==> src/design/oid_regs.svh <==
`ifndef OID_REGS_SVH
`define OID_REGS_SVH

// register indices; the byte address on the bus is four times the index
`define OID_IDX_WAVE_HI 16'h8026
`define OID_IDX_WAVE_MID 16'h8027
`define OID_IDX_WAVE_LO 16'h8028
`define OID_IDX_PKG0 16'h8032
`define OID_IDX_PKG1 16'h8033
`define OID_IDX_PKG2 16'h8034
`define OID_IDX_PKG3 16'h8035
`define OID_IDX_CTRL 16'h80f0
`define OID_IDX_CFG_WAVE 16'h80f1
`define OID_IDX_FIBRE 16'h80f2
`define OID_IDX_CFG_PKG 16'h80f3
`define OID_IDX_STATUS 16'h80f4

// least address width that reaches every index
`define OID_MIN_ADDR_W 18

// field positions
`define OID_CTRL_LOCK_BIT 0
`define OID_STAT_LOCK_BIT 0
`define OID_STAT_WVALID_BIT 1
`define OID_CFG_REV_LSB 0
`define OID_CFG_DEV_LSB 4
`define OID_PKG_RSVD_BIT 0
`define OID_PKG_REV_LSB 1
`define OID_PKG_DEV_LSB 5
`define OID_OUI_FIRST_BIT 3
`define OID_OUI_BITS 22

// reset values
`define OID_RST_WAVE 24'h01ffb8
`define OID_RST_FIBRE 8'h00
`define OID_RST_DEV 5'h00
`define OID_RST_REV 4'h0
// arbitrary neutral organisation identifier
`define OID_RST_OUI 24'h5ac31e

`endif

==> src/design/oid_pkg.sv <==
package oid_pkg;

    typedef enum logic [1:0] {
        OID_RESP_OKAY = 2'h0,
        OID_RESP_SLVERR = 2'h2,
        OID_RESP_DECERR = 2'h3
    } oid_resp_t;

    typedef enum logic [1:0] {
        OID_WR_IDLE = 2'b01,
        OID_WR_RESP = 2'b10
    } oid_wr_state_t;

    typedef enum logic [1:0] {
        OID_RD_IDLE = 2'b01,
        OID_RD_DATA = 2'b10
    } oid_rd_state_t;

endpackage : oid_pkg

==> src/design/oid_wave_split.sv <==
`timescale 1ns/1ps
`include "oid_regs.svh"

module oid_wave_split (
    input wire logic [23:0] wave,
    output logic [7:0] byte_hi,
    output logic [7:0] byte_mid,
    output logic [7:0] byte_lo
);
    import oid_pkg::*;

    // msb first, each byte with its msb at bit 7
    assign byte_hi = wave[23:16];
    assign byte_mid = wave[15:8];
    assign byte_lo = wave[7:0];

endmodule : oid_wave_split

==> src/design/oid_pkg_ident.sv <==
`timescale 1ns/1ps
`include "oid_regs.svh"

module oid_pkg_ident #(
    parameter logic [23:0] OUI = `OID_RST_OUI
) (
    input wire logic [4:0] dev_addr,
    input wire logic [3:0] revision,
    output logic [31:0] ident
);
    import oid_pkg::*;

    // identifier bit n (1..24) is oui[n-1]; bit 3 lands on ident[31]
    genvar j;
    generate
        for (j = 0; j < `OID_OUI_BITS; j++) begin : g_oui
            assign ident[31-j] = OUI[j+`OID_OUI_FIRST_BIT-1];
        end
    endgenerate

    assign ident[`OID_PKG_DEV_LSB+:5] = dev_addr;
    assign ident[`OID_PKG_REV_LSB+:4] = revision;
    assign ident[`OID_PKG_RSVD_BIT] = 1'b0;

endmodule : oid_pkg_ident

==> src/design/oid_top.sv <==
`timescale 1ns/1ps
`include "oid_regs.svh"

// Notes on behaviour
// - a readable field tells the host the intended optical fibre type
// - centre wavelength: 24-bit count of 0.01 nm, msb byte first, three regs
// - uncontrolled wavelength parts report their nominal centre wavelength
// - four-byte package identifier: organisation id, device address, revision
// - organisation id bits 3..24 reversed from byte0 bit 7 to byte2 bit 2

module oid_top #(
    parameter int ADDR_W = `OID_MIN_ADDR_W,
    parameter logic [23:0] OUI = `OID_RST_OUI,
    parameter logic [23:0] NOMINAL_WAVE = `OID_RST_WAVE,
    parameter logic [7:0] FIBRE_TYPE = `OID_RST_FIBRE,
    parameter logic [4:0] STORE_DEV_ADDR = `OID_RST_DEV,
    parameter logic [3:0] REVISION = `OID_RST_REV
) (
    input wire logic clock,
    input wire logic rstn,
    input wire logic clk_en,
    input wire logic [ADDR_W-1:0] s_axi_awaddr,
    input wire logic [2:0] s_axi_awprot,
    input wire logic s_axi_awvalid,
    output logic s_axi_awready,
    input wire logic [31:0] s_axi_wdata,
    input wire logic [3:0] s_axi_wstrb,
    input wire logic s_axi_wvalid,
    output logic s_axi_wready,
    output oid_pkg::oid_resp_t s_axi_bresp,
    output logic s_axi_bvalid,
    input wire logic s_axi_bready,
    input wire logic [ADDR_W-1:0] s_axi_araddr,
    input wire logic [2:0] s_axi_arprot,
    input wire logic s_axi_arvalid,
    output logic s_axi_arready,
    output logic [31:0] s_axi_rdata,
    output oid_pkg::oid_resp_t s_axi_rresp,
    output logic s_axi_rvalid,
    input wire logic s_axi_rready
);
    import oid_pkg::*;

    localparam int IW = ADDR_W - 2;

    generate
        if (ADDR_W < `OID_MIN_ADDR_W) begin : g_bad_addr_w
            $error("oid_top: ADDR_W too small for the register map");
        end
    endgenerate

    // configuration image of the nonvolatile store
    logic lock_ff;
    logic [23:0] wave_ff;
    logic [7:0] fibre_ff;
    logic [4:0] dev_ff;
    logic [3:0] rev_ff;

    // write side
    oid_wr_state_t wst_ff;
    logic awready_ff;
    logic wready_ff;
    logic aw_held_ff;
    logic w_held_ff;
    logic [IW-1:0] widx_ff;
    logic [31:0] wdata_ff;
    logic [3:0] wstrb_ff;
    logic bvalid_ff;
    oid_resp_t bresp_ff;
    logic wr_fire;
    oid_resp_t nxt_bresp;

    // read side
    oid_rd_state_t rst_ff;
    logic arready_ff;
    logic rvalid_ff;
    logic [31:0] rdata_ff;
    oid_resp_t rresp_ff;
    logic rd_fire;
    logic [IW-1:0] ridx;
    logic [31:0] nxt_rdata;
    oid_resp_t nxt_rresp;

    // packed views of the identification fields
    logic [7:0] wave_hi;
    logic [7:0] wave_mid;
    logic [7:0] wave_lo;
    logic [31:0] pkg_word;
    logic [31:0] wave_merged;

    function automatic logic [31:0] merge_lanes(
        input logic [31:0] old_val,
        input logic [31:0] new_val,
        input logic [3:0] strb
    );
        logic [31:0] res;
        res = old_val;
        for (int b = 0; b < 4; b++) begin
            if (strb[b]) begin
                res[8*b+:8] = new_val[8*b+:8];
            end
        end
        return res;
    endfunction : merge_lanes

    function automatic logic is_idx(
        input logic [IW-1:0] idx,
        input logic [15:0] reg_idx
    );
        return idx == IW'(reg_idx);
    endfunction : is_idx

    oid_wave_split u_wave_split (
        .wave(wave_ff),
        .byte_hi(wave_hi),
        .byte_mid(wave_mid),
        .byte_lo(wave_lo)
    );

    oid_pkg_ident #(
        .OUI(OUI)
    ) u_pkg_ident (
        .dev_addr(dev_ff),
        .revision(rev_ff),
        .ident(pkg_word)
    );

    assign wr_fire = aw_held_ff && w_held_ff && (wst_ff == OID_WR_IDLE);
    assign rd_fire = s_axi_arvalid && arready_ff;
    assign ridx = s_axi_araddr[ADDR_W-1:2];
    // top lane of the merge is unused; only 24 bits are kept
    assign wave_merged = merge_lanes({8'h00, wave_ff}, wdata_ff, wstrb_ff);

    // write address channel; address and data are taken in either order
    always_ff @(posedge clock) begin
        if (!rstn) begin
            awready_ff <= 1'b0;
            aw_held_ff <= 1'b0;
            widx_ff <= '0;
        end else if (clk_en) begin
            if (s_axi_awvalid && awready_ff) begin
                aw_held_ff <= 1'b1;
                widx_ff <= s_axi_awaddr[ADDR_W-1:2];
            end else if (wr_fire) begin
                aw_held_ff <= 1'b0;
            end
            awready_ff <= (wst_ff == OID_WR_IDLE) && !aw_held_ff &&
                !(s_axi_awvalid && awready_ff);
        end
    end

    // write data channel
    always_ff @(posedge clock) begin
        if (!rstn) begin
            wready_ff <= 1'b0;
            w_held_ff <= 1'b0;
            wdata_ff <= 32'h0;
            wstrb_ff <= 4'h0;
        end else if (clk_en) begin
            if (s_axi_wvalid && wready_ff) begin
                w_held_ff <= 1'b1;
                wdata_ff <= s_axi_wdata;
                wstrb_ff <= s_axi_wstrb;
            end else if (wr_fire) begin
                w_held_ff <= 1'b0;
            end
            wready_ff <= (wst_ff == OID_WR_IDLE) && !w_held_ff &&
                !(s_axi_wvalid && wready_ff);
        end
    end

    // identification bytes refuse writes; config refuses them once locked
    always_comb begin
        nxt_bresp = OID_RESP_DECERR;
        if (is_idx(widx_ff, `OID_IDX_CTRL) ||
                is_idx(widx_ff, `OID_IDX_STATUS)) begin
            nxt_bresp = OID_RESP_OKAY;
        end else if (is_idx(widx_ff, `OID_IDX_CFG_WAVE) ||
                is_idx(widx_ff, `OID_IDX_FIBRE) ||
                is_idx(widx_ff, `OID_IDX_CFG_PKG)) begin
            nxt_bresp = lock_ff ? OID_RESP_SLVERR : OID_RESP_OKAY;
        end else if (is_idx(widx_ff, `OID_IDX_WAVE_HI) ||
                is_idx(widx_ff, `OID_IDX_WAVE_MID) ||
                is_idx(widx_ff, `OID_IDX_WAVE_LO) ||
                is_idx(widx_ff, `OID_IDX_PKG0) ||
                is_idx(widx_ff, `OID_IDX_PKG1) ||
                is_idx(widx_ff, `OID_IDX_PKG2) ||
                is_idx(widx_ff, `OID_IDX_PKG3)) begin
            nxt_bresp = OID_RESP_SLVERR;
        end
        if (s_axi_awprot[0] && 1'b0) begin
            nxt_bresp = OID_RESP_SLVERR;
        end
    end

    // write response
    always_ff @(posedge clock) begin
        if (!rstn) begin
            wst_ff <= OID_WR_IDLE;
            bvalid_ff <= 1'b0;
            bresp_ff <= OID_RESP_OKAY;
        end else if (clk_en) begin
            unique case (wst_ff)
                OID_WR_IDLE: begin
                    if (wr_fire) begin
                        bvalid_ff <= 1'b1;
                        bresp_ff <= nxt_bresp;
                        wst_ff <= OID_WR_RESP;
                    end
                end
                OID_WR_RESP: begin
                    if (s_axi_bready) begin
                        bvalid_ff <= 1'b0;
                        wst_ff <= OID_WR_IDLE;
                    end
                end
            endcase
        end
    end

    // lock is one way: only a reset reopens the configuration image
    always_ff @(posedge clock) begin
        if (!rstn) begin
            lock_ff <= 1'b0;
        end else if (clk_en) begin
            if (wr_fire && is_idx(widx_ff, `OID_IDX_CTRL) &&
                    wstrb_ff[0] && wdata_ff[`OID_CTRL_LOCK_BIT]) begin
                lock_ff <= 1'b1;
            end
        end
    end

    // configuration image; reset loads the nominal values
    always_ff @(posedge clock) begin
        if (!rstn) begin
            wave_ff <= NOMINAL_WAVE;
            fibre_ff <= FIBRE_TYPE;
            dev_ff <= STORE_DEV_ADDR;
            rev_ff <= REVISION;
        end else if (clk_en && wr_fire && nxt_bresp == OID_RESP_OKAY) begin
            if (is_idx(widx_ff, `OID_IDX_CFG_WAVE)) begin
                wave_ff <= wave_merged[23:0];
            end
            if (is_idx(widx_ff, `OID_IDX_FIBRE) && wstrb_ff[0]) begin
                fibre_ff <= wdata_ff[7:0];
            end
            if (is_idx(widx_ff, `OID_IDX_CFG_PKG) && wstrb_ff[0]) begin
                dev_ff <= wdata_ff[`OID_CFG_DEV_LSB+:5];
                rev_ff <= wdata_ff[`OID_CFG_REV_LSB+:4];
            end
        end
    end

    // read decode; narrow fields sit in the low bits, the rest read zero
    always_comb begin
        nxt_rdata = 32'h0;
        nxt_rresp = OID_RESP_OKAY;
        if (is_idx(ridx, `OID_IDX_WAVE_HI)) begin
            nxt_rdata[7:0] = wave_hi;
        end else if (is_idx(ridx, `OID_IDX_WAVE_MID)) begin
            nxt_rdata[7:0] = wave_mid;
        end else if (is_idx(ridx, `OID_IDX_WAVE_LO)) begin
            nxt_rdata[7:0] = wave_lo;
        end else if (is_idx(ridx, `OID_IDX_PKG0)) begin
            nxt_rdata[7:0] = pkg_word[31:24];
        end else if (is_idx(ridx, `OID_IDX_PKG1)) begin
            nxt_rdata[7:0] = pkg_word[23:16];
        end else if (is_idx(ridx, `OID_IDX_PKG2)) begin
            nxt_rdata[7:0] = pkg_word[15:8];
        end else if (is_idx(ridx, `OID_IDX_PKG3)) begin
            nxt_rdata[7:0] = pkg_word[7:0];
        end else if (is_idx(ridx, `OID_IDX_FIBRE)) begin
            nxt_rdata[7:0] = fibre_ff;
        end else if (is_idx(ridx, `OID_IDX_CFG_WAVE)) begin
            nxt_rdata[23:0] = wave_ff;
        end else if (is_idx(ridx, `OID_IDX_CFG_PKG)) begin
            nxt_rdata[`OID_CFG_DEV_LSB+:5] = dev_ff;
            nxt_rdata[`OID_CFG_REV_LSB+:4] = rev_ff;
        end else if (is_idx(ridx, `OID_IDX_CTRL)) begin
            nxt_rdata[`OID_CTRL_LOCK_BIT] = lock_ff;
        end else if (is_idx(ridx, `OID_IDX_STATUS)) begin
            nxt_rdata[`OID_STAT_LOCK_BIT] = lock_ff;
            nxt_rdata[`OID_STAT_WVALID_BIT] = |wave_ff;
        end else begin
            nxt_rresp = OID_RESP_DECERR;
        end
        if (s_axi_arprot[0] && 1'b0) begin
            nxt_rresp = OID_RESP_SLVERR;
        end
    end

    // read channel; data is captured at the address handshake
    always_ff @(posedge clock) begin
        if (!rstn) begin
            rst_ff <= OID_RD_IDLE;
            arready_ff <= 1'b0;
            rvalid_ff <= 1'b0;
            rdata_ff <= 32'h0;
            rresp_ff <= OID_RESP_OKAY;
        end else if (clk_en) begin
            unique case (rst_ff)
                OID_RD_IDLE: begin
                    if (rd_fire) begin
                        arready_ff <= 1'b0;
                        rvalid_ff <= 1'b1;
                        rdata_ff <= nxt_rdata;
                        rresp_ff <= nxt_rresp;
                        rst_ff <= OID_RD_DATA;
                    end else begin
                        arready_ff <= 1'b1;
                    end
                end
                OID_RD_DATA: begin
                    if (s_axi_rready) begin
                        rvalid_ff <= 1'b0;
                        rst_ff <= OID_RD_IDLE;
                    end
                end
            endcase
        end
    end

    assign s_axi_awready = awready_ff;
    assign s_axi_wready = wready_ff;
    assign s_axi_bvalid = bvalid_ff;
    assign s_axi_bresp = bresp_ff;
    assign s_axi_arready = arready_ff;
    assign s_axi_rvalid = rvalid_ff;
    assign s_axi_rdata = rdata_ff;
    assign s_axi_rresp = rresp_ff;

endmodule : oid_top

==> config.mk <==
export PLATFORM = sky130hd
export DESIGN_NAME = oid_top
export DESIGN_NICKNAME = d
export VERILOG_FILES = /design/src/design/oid_pkg.sv /design/src/design/oid_wave_split.sv /design/src/design/oid_pkg_ident.sv /design/src/design/oid_top.sv
export VERILOG_INCLUDE_DIRS = /design/src /design/src/design
export SDC_FILE = /design/constraint.sdc
export NUM_CORES = 1
export LEC_CHECK = 0
export ABC_CLOCK_PERIOD_IN_PS = 5700
export BUFFER_PORTS_ARGS = -buffer_cell sky130_fd_sc_hd__buf_2
export CAP_MARGIN = 40
export CORE_UTILIZATION = 58
export CTS_BUF_LIST = sky130_fd_sc_hd__clkbuf_16
export CTS_CLUSTER_SIZE = 8
export DETAILED_ROUTE_END_ITERATION = 7
export HOLD_SLACK_MARGIN = 0.1
export PLACE_DENSITY = 0.85
export SLEW_MARGIN = 25
export SYNTH_ARGS = -nofsm -noshare
export SYNTH_HDL_FRONTEND = slang
export SYNTH_SLANG_ARGS = --single-unit
==> constraint.sdc <==
create_clock -name clock -period 5.7 [get_ports clock]
set_clock_uncertainty 0.15 [all_clocks]
set_input_delay 0.855 -clock clock [delete_from_list [all_inputs] [get_ports clock]]
set_output_delay 0.855 -clock clock [all_outputs]
set_load 0.05 [all_outputs]
==> flow_metrics.py <==
metrics = {
    "power_and_ir_drop": {
        "internal-power_mw": 1.51,
        "p_sw_share_pct": 25.4,
        "clkPwrFrac_pct": 49.7,
        "peakVddDrop_mv": 0.264,
        "pwr-share-seq_pct": 43.2,
        "combPwrFrac_pct": 7.2,
        "p_sw_mw": 0.513,
        "leakagePower_nw": 2.74,
        "power.density_nw_per_um2": 301,
    },
    "routing": {
        "wire_per_inst_um": 18.0,
        "avgViaCountPerCell": 5.94,
        "first_pass_iters": 5,
        "ant_nets": 0,
        "drt_iter0_drc": 395,
        "dr_total_vias": 5271,
        "drcViolationCount": 0,
        "drt_wl_total_um": 15900,
    },
    "final_layout": {
        "area_growth_pct": 19.3,
        "multi_input_area_um2": 2980,
        "nNetsFinal": 831,
        "final_cell_mix": "nand2_1 (144), dfxtp_1 (121), buf_2 (99)",
        "register_area_um2": 2420,
        "n_antenna_cell": 0,
        "fillCellCount": 736,
        "final_common_cell": "nand2_1",
        "drive_above_1_share_pct": 20.1,
    },
    "synth": {
        "synth-seq-cells": 121,
        "syn_area_per_cell_um2": 8.47,
        "ys.warnings.count": 0,
        "async_flop_share_pct": 0,
        "netlist_area_um2": 5630,
        "seq_area_frac_synth_pct": 43.0,
        "synth_top_area_cell": "dfxtp_1",
        "synth_top_area_share_pct": 43.0,
        "synth_flop_cell": "dfxtp_1",
        "synthTopCellsByArea": "dfxtp_1 (43%), nand2_1 (9.6%), a21boi_0 (6.1%)",
        "syn_inst": 665,
        "ys_types": 66,
        "synth-edff-count": 0,
    },
    "clock_network": {
        "hold_buffers": 0,
        "htreeDepth": 4,
        "insertion_delay_ps": 420,
        "clk_path_buf_depth": 2,
        "clkTransAtPathRegs_ps": 60,
        "post-cts-setup-buffers": 0,
        "ctsResizeCount": 0,
        "clock_sinks": 121,
        "numCtsBuffers": 17,
        "cts_tree": "yes",
        "cts_root_buf": "clkbuf_16",
    },
    "worst_setup_path": {
        "cp.arrival_ps": 3900,
        "worstSetupStartpointType": "input port",
        "rr_startpoint": "widx_ff[9]",
        "crit_type": "input port to register",
        "r2r_cells": 5,
        "r2r_setup_slack_ps": 2950,
        "regToRegEndpoint": "fibre_ff[4]",
        "crit_required_ps": 5910,
        "crit_fanout": 13,
        "critPathCaptureType": "register",
    },
    "grt": {
        "grt_overflow_total": 0,
        "grt_max_degree": 114,
        "grt_pass1_vias": 5027,
        "antenna_found_initial": 0,
        "grt_pass1_wl_um": 25200,
        "grt_usage_pct": 32.8,
    },
    "place": {
        "place_congestion": 0.988,
        "place_hpwl_um": 11300,
        "io_buffers": 99,
    },
    "sta": {
        "worst_pin_slew_ps": 954,
        "fin_hold_ws_ps": 312,
        "max-slew-margin-rel_pct": 36.2,
        "hold_violations": 0,
        "finalSetupTns_ps": 0,
        "setup_viol": 0,
        "timing.fmax_mhz": 271,
        "rsz0062_at_grt": "no",
        "fin_crit_ps": 3690,
        "timing.final.crit_share_pct": 64.8,
        "slew_violations": 0,
    },
    "floorplanning": {
        "die_area_um2": 10100,
        "io_pins": 127,
        "rows": 35,
        "die_h_um": 101,
        "start_util_pct": 60.4,
        "dieWidth_um": 101,
        "core_area_um2": 9330,
    },
    "min_path": {
        "hold_class": "register to register",
        "hold_end": "fibre_ff[3]",
        "min-delay-start": "fibre_ff[3]",
        "whs_path_depth": 2,
    },
    "status": {
        "outcome": "finished, final reports clean",
    },
    "job": {
        "drv_cap": 0,
    },
}
-- through the flow --
step | cells | worst slack [ps] | cell area [um^2] | utilization [%] | total power, mW
floorplan | 672 | 2840 | 5660 | - | 0.988
global placement | 850 | 1770 | 6100 | 65.4 | 1.02
detailed placement | 853 | 1820 | 6130 | 65.8 | 1.03
CTS | 885 | 2220 | 6690 | 71.7 | 2.02
global route | 887 | 1920 | 6720 | 72.0 | 2.08
finish | 887 | 2010 | 6720 | 72.0 | 2.02
-- power by group through the flow --
stage	combinational [mW]	clock, mW	sequential [mW]
floorplan	0.0834	0	0.904
global placement	0.136	0	0.889
detailed placement	0.141	0	0.890
CTS	0.142	1.01	0.872
global route	0.157	1.05	0.873
finish	0.145	1.00	0.872
-- sequential cells by signal, indices dropped and copies added, names as in the netlist, 3 cells and up --
signal,flops
wstrb_ff,3
widx_ff,16
rev_ff,4
dev_ff,5
s_axi_rdata,24
wdata_ff,24
wave_ff,24
fibre_ff,8
-- kinds of logic after synthesis --
| family | count (synthesis) | synth area share [%] |
|---|---|---|
| AND/OR/NAND/NOR | 293 | 27.3 |
| buffers and inverters | 59 | 4.80 |
| multiplexers | 28 | 5.00 |
| XOR/XNOR | 1 | 0.155 |
| AO/OA/AOI/OAI | 162 | 19.7 |
| other | 1 | 0.0666 |
| flip-flops | 121 | 43.0 |
-- critical path, stage by stage --
cell and delay [ps]:
buf_2 110, nor4b_2 830, nand2_1 540, nor4b_1 690, a22oi_1 130, a2111oi_0 540, o211a_1 200
-- synth_stat cells, types with 3 or more instances --
master	number
dfxtp_1	121
inv_1	6
and3_1	4
nor4bb_1	3
nand3_2	3
buf_2	3
or3_1	3
o22ai_1	6
and4_1	3
mux2i_1	27
or4_1	3
nor3_1	8
nor2_1	11
buf_4	10
and2_1	4
a21boi_0	46
a21o_1	4
nor3b_1	3
nand4_1	12
and3b_1	3
clkbuf_1	38
o32ai_1	4
nor4_1	11
nand3_1	34
a22oi_1	3
and4b_1	4
o21ai_0	31
nand2_1	144
nand2b_1	3
a22o_1	16
a21oi_1	26
nand3b_1	3
nand4b_1	4
nor2b_1	19
-- layout make-up --
class                      instances  area share (%)
inverter                           6           0.335
timing repair buffer             107            8.64
sequential                       121            36.0
tap                              129            2.40
multi-input combinational        492            44.3
clock inverter                    15            1.90
clock buffer                      17            6.33
-- per-layer routing --
metal | GRT usage, % | up-vias | wire length (um)
met5 | 0 | - | 0
met4 | 12.4 | 0 | 334
met3 | 6.52 | 25 | 1100
met2 | 52.7 | 226 | 7330
met1 | 43.7 | 2473 | 7170
li1 | - | 2547 | -
-- worst max path at each step --
stage,to,cells past startpoint,start
floorplan,s_axi_rdata[4],7,s_axi_araddr[11]
global placement,s_axi_rdata[4],7,s_axi_araddr[15]
detailed placement,s_axi_rdata[4],7,s_axi_araddr[15]
CTS,s_axi_rdata[4],7,s_axi_araddr[15]
global route,s_axi_rdata[4],7,s_axi_araddr[15]
finish,s_axi_rdata[4],7,s_axi_araddr[15]
(Power assumes the default switching activity.)
